--- src/common/sub_alu_pkg.sv ---
// package: encodings, phase states, flag layout and carriers for the subtract datapath
`default_nettype none
package sub_alu_pkg;
  // ---------------------------------------------------------------
  // opcode fields
  // ---------------------------------------------------------------
  localparam logic [7:0] IMM_PREFIX   = 8'h08;  // 0000 1000 kkkk kkkk
  localparam logic [5:0] REG_PREFIX   = 6'h17;  // 0101 11da ffff ffff
  localparam int         DEST_BIT     = 9;
  localparam int         ACCESS_BIT   = 8;
  localparam logic [7:0] ACC_RESET    = 8'h00;
  localparam logic [3:0] BANK_FIXED   = 4'h0;   // fixed access bank
  // flag positions in the status byte
  localparam int FLAG_C  = 0;
  localparam int FLAG_DC = 1;
  localparam int FLAG_Z  = 2;
  localparam int FLAG_OV = 3;
  localparam int FLAG_N  = 4;
  localparam logic [4:0] FLAGS_RESET = 5'h00;

  // four phases of one instruction cycle
  typedef enum logic [1:0] {
    PH_DECODE  = 2'b00,
    PH_READ    = 2'b01,
    PH_PROCESS = 2'b10,
    PH_WRITE   = 2'b11
  } phase_t;

  // register file write request
  typedef struct packed {
    logic        en;
    logic [11:0] addr;
    logic [7:0]  data;
  } file_wr_t;
endpackage : sub_alu_pkg
`default_nettype wire

--- src/rtl/subtract_alu_ops.sv ---
// subtract datapath: immediate_minus_acc and register_minus_acc over four phases
//
// Behaviour
// - immediate_minus_acc puts the 8-bit immediate minus the accumulator into the accumulator.
// - immediate_minus_acc takes one word and one cycle: decode, read immediate, compute, write accumulator.
// - register_minus_acc computes the file register minus the accumulator, reading in phase two, writing in four.
// - register_minus_acc writes the accumulator when the destination bit is zero, else the source register.
// - carry is set when no borrow occurs, so it reads as an inverted borrow.
// - a subtrahend larger than the minuend clears carry and sets negative from result bit 7.
// - a zero difference sets zero and carry and clears negative; a nonzero one clears zero.
// - negative differences are kept as 8-bit two's complement, wrapping modulo 256.
`timescale 1ns/1ps
`default_nettype none
module subtract_alu_ops (
  input  wire logic                   sys_clk,
  input  wire logic                   rstn,
  input  wire logic [15:0]            instr_word,   // sampled in decode phase
  input  wire logic                   instr_valid,
  input  wire logic [3:0]             bank_pointer,
  input  wire logic [7:0]             file_rd_data, // answer to file_rd_addr, same cycle
  output logic      [11:0]            file_rd_addr,
  output sub_alu_pkg::file_wr_t       file_wr,
  output logic      [7:0]             acc,
  output logic      [4:0]             status_flags,
  output sub_alu_pkg::phase_t         phase,
  output logic                        done
);
  // ---------------------------------------------------------------
  // phase sequencer
  // ---------------------------------------------------------------
  sub_alu_pkg::phase_t phase_q;
  logic        is_imm_q, is_reg_q, dest_q;
  logic [7:0]  operand_q, diff_q;
  logic [4:0]  flags_d;
  logic [11:0] addr_q;
  logic        dec_imm, dec_reg;

  assign dec_imm = instr_valid && (instr_word[15:8] == sub_alu_pkg::IMM_PREFIX);
  assign dec_reg = instr_valid && (instr_word[15:10] == sub_alu_pkg::REG_PREFIX);

  // free running phase counter; one instruction per four phases
  always_ff @(posedge sys_clk or negedge rstn)
    if (!rstn)
      phase_q <= sub_alu_pkg::PH_DECODE;
    else
      case (phase_q)
        sub_alu_pkg::PH_DECODE:  phase_q <= sub_alu_pkg::PH_READ;
        sub_alu_pkg::PH_READ:    phase_q <= sub_alu_pkg::PH_PROCESS;
        sub_alu_pkg::PH_PROCESS: phase_q <= sub_alu_pkg::PH_WRITE;
        default:                 phase_q <= sub_alu_pkg::PH_DECODE;
      endcase
  assign phase = phase_q;

  // ---------------------------------------------------------------
  // decode (phase one)
  // ---------------------------------------------------------------
  always_ff @(posedge sys_clk or negedge rstn)
    if (!rstn)
    begin
      is_imm_q <= 1'b0;
      is_reg_q <= 1'b0;
      dest_q   <= 1'b0;
      addr_q   <= 12'h000;
    end
    else if (phase_q == sub_alu_pkg::PH_DECODE)
    begin
      is_imm_q <= dec_imm;
      is_reg_q <= dec_reg;
      dest_q   <= instr_word[sub_alu_pkg::DEST_BIT];
      // bank select from access bit
      addr_q   <= {instr_word[sub_alu_pkg::ACCESS_BIT] ? bank_pointer : sub_alu_pkg::BANK_FIXED,
                   instr_word[7:0]};
    end

  assign file_rd_addr = addr_q;

  // ---------------------------------------------------------------
  // operand read (phase two)
  // ---------------------------------------------------------------
  logic [7:0] imm_q;
  always_ff @(posedge sys_clk or negedge rstn)
    if (!rstn)
      imm_q <= 8'h00;
    else if (phase_q == sub_alu_pkg::PH_DECODE)
      imm_q <= instr_word[7:0];

  // the file answer is combinational, so it is taken on the edge that ends phase two
  always_ff @(posedge sys_clk or negedge rstn)
    if (!rstn)
      operand_q <= 8'h00;
    else if (phase_q == sub_alu_pkg::PH_READ)
      operand_q <= is_imm_q ? imm_q : file_rd_data;

  // ---------------------------------------------------------------
  // compute (phase three)
  // ---------------------------------------------------------------
  logic [8:0] wide_d;
  logic [4:0] nib_d;
  logic [7:0] res_d;
  always_comb
  begin
    wide_d = {1'b0, operand_q} + {1'b0, ~acc} + 9'h001;
    nib_d  = {1'b0, operand_q[3:0]} + {1'b0, ~acc[3:0]} + 5'h01;
    res_d  = wide_d[7:0];
    flags_d = sub_alu_pkg::FLAGS_RESET;
    flags_d[sub_alu_pkg::FLAG_C]  = wide_d[8];
    flags_d[sub_alu_pkg::FLAG_DC] = nib_d[4];
    flags_d[sub_alu_pkg::FLAG_Z]  = (res_d == 8'h00);
    flags_d[sub_alu_pkg::FLAG_N]  = res_d[7];
    // signed overflow: operands of opposite sign and result sign differs from minuend
    flags_d[sub_alu_pkg::FLAG_OV] = (operand_q[7] ^ acc[7]) & (operand_q[7] ^ res_d[7]);
  end

  logic [4:0] pflags_q;
  always_ff @(posedge sys_clk or negedge rstn)
    if (!rstn)
    begin
      diff_q   <= 8'h00;
      pflags_q <= sub_alu_pkg::FLAGS_RESET;
    end
    else if (phase_q == sub_alu_pkg::PH_PROCESS)
    begin
      diff_q   <= res_d;
      pflags_q <= flags_d;
    end

  // ---------------------------------------------------------------
  // write back (phase four)
  // ---------------------------------------------------------------
  logic active;
  assign active = (phase_q == sub_alu_pkg::PH_WRITE) && (is_imm_q || is_reg_q);

  // accumulator: immediate form always, register form only with dest clear
  always_ff @(posedge sys_clk or negedge rstn)
    if (!rstn)
      acc <= sub_alu_pkg::ACC_RESET;
    else if (active && (is_imm_q || !dest_q))
      acc <= diff_q;

  always_ff @(posedge sys_clk or negedge rstn)
    if (!rstn)
      status_flags <= sub_alu_pkg::FLAGS_RESET;
    else if (active)
      status_flags <= pflags_q;

  // file write strobe is a one-cycle pulse after the write phase
  always_ff @(posedge sys_clk or negedge rstn)
    if (!rstn)
      file_wr <= '0;
    else
    begin
      file_wr.en   <= active && is_reg_q && dest_q;
      file_wr.addr <= addr_q;
      file_wr.data <= diff_q;
    end

  always_ff @(posedge sys_clk or negedge rstn)
    if (!rstn)
      done <= 1'b0;
    else
      done <= active;
endmodule : subtract_alu_ops
`default_nettype wire

--- config.mk ---
export PLATFORM = sky130hd
export DESIGN_NAME = subtract_alu_ops
export DESIGN_NICKNAME = d
export VERILOG_FILES = /design/src/common/sub_alu_pkg.sv /design/src/rtl/subtract_alu_ops.sv
export SDC_FILE = /design/constraint.sdc
export NUM_CORES = 1
export LEC_CHECK = 0
export BUFFER_PORTS_ARGS = -buffer_cell sky130_fd_sc_hd__buf_4
export CAP_MARGIN = 20
export CELL_PAD_IN_SITES_DETAIL_PLACEMENT = 1
export CELL_PAD_IN_SITES_GLOBAL_PLACEMENT = 1
export CORE_MARGIN = 2
export CORE_UTILIZATION = 37
export CTS_BUF_LIST = sky130_fd_sc_hd__clkbuf_8 sky130_fd_sc_hd__clkbuf_16
export DETAILED_ROUTE_END_ITERATION = 7
export PLACE_DENSITY_LB_ADDON = 0.15
export SLEW_MARGIN = 20
export SYNTH_ARGS = -nofsm -noshare
export SYNTH_HDL_FRONTEND = slang
export SYNTH_SLANG_ARGS = --single-unit
--- constraint.sdc ---
create_clock -name sys_clk -period 2.4 [get_ports sys_clk]
set_input_delay 0 -clock sys_clk [delete_from_list [all_inputs] [get_ports sys_clk]]
set_output_delay 0 -clock sys_clk [all_outputs]
set_load 0.01 [all_outputs]
==> results.tsv <==
metric	value	unit
p_switching	0.640	mW
htreeDepth	3	
relSlewSlack	38.9	%
synthCells	229	
grt_max_degree	73	
yosysWarnings	0	
start_util	38.3	%
p_clk_share	35.6	%
layoutNonFillerInstCount	457	
yosys.area.top_type	dfrtp_1	
crit_fanout	2	
placed_area	3690	um2
p_int	2.03	mW
insertion_delay	0.34	ns
fill_cells	811	
cp-start-kind	flop	
power_frac_comb	13.9	%
cp.required	2.65	ns
syn_area	2960	um2
chipHeight	93.5	um
ys_ff_latch	72	
setup_tns	0	ns
grt_usage	17.2	%
end_kind	flop	
setup_viol	0	
cp.arrival	2.50	ns
coreArea	7730	um2
fmax	443	MHz
vias	2166	
multiInputGateArea	1070	um2
yosys.area.top_type_share	60.8	%
drt_iter0_drc	22	
fin_skew	0.0110	ns
post-route-min-period	2.26	ns
ant_nets	0	
gp_congestion	0.822	
first_pass_iters	4	
area_delta_synth_final	42.7	%
vias_per_cell	4.74	
synth_edf_count	0	
port_buffers	79	
p_seq_share	50.5	%
wl_per_cell	15.3	um
cts_tree	done	
finalMaxSlewViolations	0	
cts.sinks	72	
drc	0	
grt_pass1_vias	2275	
numCtsBuffers	9	
status	complete, no violations	
dpl.hpwl	4640	um
synth.distinct_cells	36	
syn_avg_cell_area	12.9	um2
root_buffer	clkbuf_8	
drt-total-wl	7010	um
drive_above_1_share	39.2	%
path_clk_slew	0.07	ns
holdCritPathClass	primary input to flop	
crit_type	flop to flop	
antenna_cells	0	
rows	32	
vdd_drop_max	397	uV
stdcell_area	4230	um2
max_slew.worst_pin.slew	0.917	ns
antenna_found_initial	0	
cellPowerDensity	633	nW/um2
dp_slack	-0.0938	ns
maxCapViolCount	0	
ys.flop_type	dfrtp_1	
grt_first_pass_wirelength	11500	um
dpl.cell_count	408	
netSwitchingFraction	23.9	%
power.leakage	2.01	nW
clock_path_buffers	2	
nets	394	
grt_overflow	0	
setup_slack	0.141	ns
hold_violations	0	
async_flop_share	100	%
seq_area_frac_synth	60.8	%
die_area	8740	um2
rsz0062_at_grt	false	
synthTopCellsByArea	dfrtp_1, mux2_2, ha_1	
io-pin-count	80	
finalCritPeriodShare	94.1	%
dieWidth	93.5	um
syn-num-nets	273	
seqCellArea	1800	um2
registers in the layout, summed over array words and instances, names as in the netlist:
signal        cells
acc               8
operand_q         8
done              1
status_flags      5
file_wr          21
is_reg_q          1
phase             2
is_imm_q          1
diff_q            8
pflags_q          4
dest_q            1
file_rd_addr     12
per-layer routing:
metal / track usage, % / vias to the layer above / wire length (um)
met1: 21.7 / 1089 / 3120
li1: - / 1019 / -
met3: 5.00 / 7 / 329
met5: 0 / - / 0
met2: 28.8 / 51 / 3480
met4: 4.78 / 0 / 82
power by group through the flow:
| stage | logic [mW] | clock network, mW | registers, mW |
|---|---|---|---|
| final | 0.372 | 0.954 | 1.35 |
| after global routing | 0.411 | 1.04 | 1.36 |
| after CTS | 0.366 | 0.985 | 1.35 |
| after global placement | 0.326 | 0 | 1.37 |
| after floorplan | 0.133 | 0 | 1.39 |
| after detailed placement | 0.330 | 0 | 1.37 |
critical path, cell delays in order, from the launching register on:
cell and delay, ns:
dfrtp_1 0.35, inv_1 0.05, ha_2 0.19, fa_2 0.39
nor2b_4 0.13, o31ai_2 0.07, a21oi_2 0.17, xor2_1 0.10
or4b_4 0.52, o32ai_2 0.19
final timing paths:
path | end | slack, ns | cells past startpoint | from
setup / recovery | pflags_q[2] | 0.14 | 9 | operand_q[0]
hold / removal | operand_q[1] | 0.02 | 3 | file_rd_data[1]
setup reg to reg | pflags_q[2] | 0.14 | 9 | operand_q[0]
hold reg to reg | file_wr[1] | 0.38 | 0 | diff_q[1]
max in group asynchronous | diff_q[3] | 1.46 | 2 | rstn
min in group asynchronous | diff_q[0] | 0.32 | 2 | rstn
synth_stat cells, types with 2 or more instances:
library cell  number
dfrtp_1           72
ha_1              12
xor2_1             2
mux2i_1           10
clkbuf_1           5
o21ai_0           10
o21a_1             4
nand2_1            4
mux2_2            26
and3_1             2
nor2_1            15
nor3_1             2
xnor2_1            5
nand3_1            6
a21oi_1           13
inv_1             21
per-stage QoR:
| stage | hold slack (ns) | power [mW] | utilization (%) |
|---|---|---|---|
| floorplan | -0.296 | 1.52 | - |
| global placement | 0.198 | 1.69 | 47.8 |
| detailed placement | 0.190 | 1.70 | 47.8 |
| CTS | 0.000944 | 2.70 | 54.2 |
| global route | 0.0468 | 2.81 | 54.7 |
| finish | 0.0186 | 2.68 | 54.7 |
placed cells by master, fill, tap and decap left out, types with 4 or more instances in the layout:
| master | instances |
|---|---|
| a21oi_1 | 12 |
| buf_4 | 88 |
| clkbuf_8 | 11 |
| dfrtp_1 | 72 |
| dlygate4sd3_1 | 29 |
| ha_1 | 10 |
| inv_1 | 23 |
| mux2_2 | 26 |
| mux2i_1 | 10 |
| nand2_1 | 4 |
| nand3_1 | 6 |
| nor2_1 | 15 |
| o21a_1 | 4 |
| o21ai_0 | 10 |
| xnor2_1 | 5 |
kinds of logic after synthesis:
group | share of synthesized area, %
simple gates | 7.69
flops | 60.8
xor+xnor | 2.07
fa+ha+maj | 5.74
mux | 13.3
compound gates | 6.84
buf+inv | 3.59
timing repair:
item / in CTS / in global routing
setup endpoints to repair: 1 / 1
setup buffers: 0 / 4
gates resized for setup: 2 / 3
cloned: 0 / 0
pin swaps: 0 / 7
hold endpoints to repair: 94 / 0
hold buffers: 29 / 0
layout make-up:
type | count | area share, %
clock buffers | 11 | 3.58
flip-flops and latches | 72 | 42.6
well taps | 102 | 3.02
multi-input cells | 129 | 25.3
inverters | 21 | 1.86
clock inverters | 5 | 1.12
repair buffers | 117 | 22.5
No activity file was read; power rests on OpenSTA's default activity.
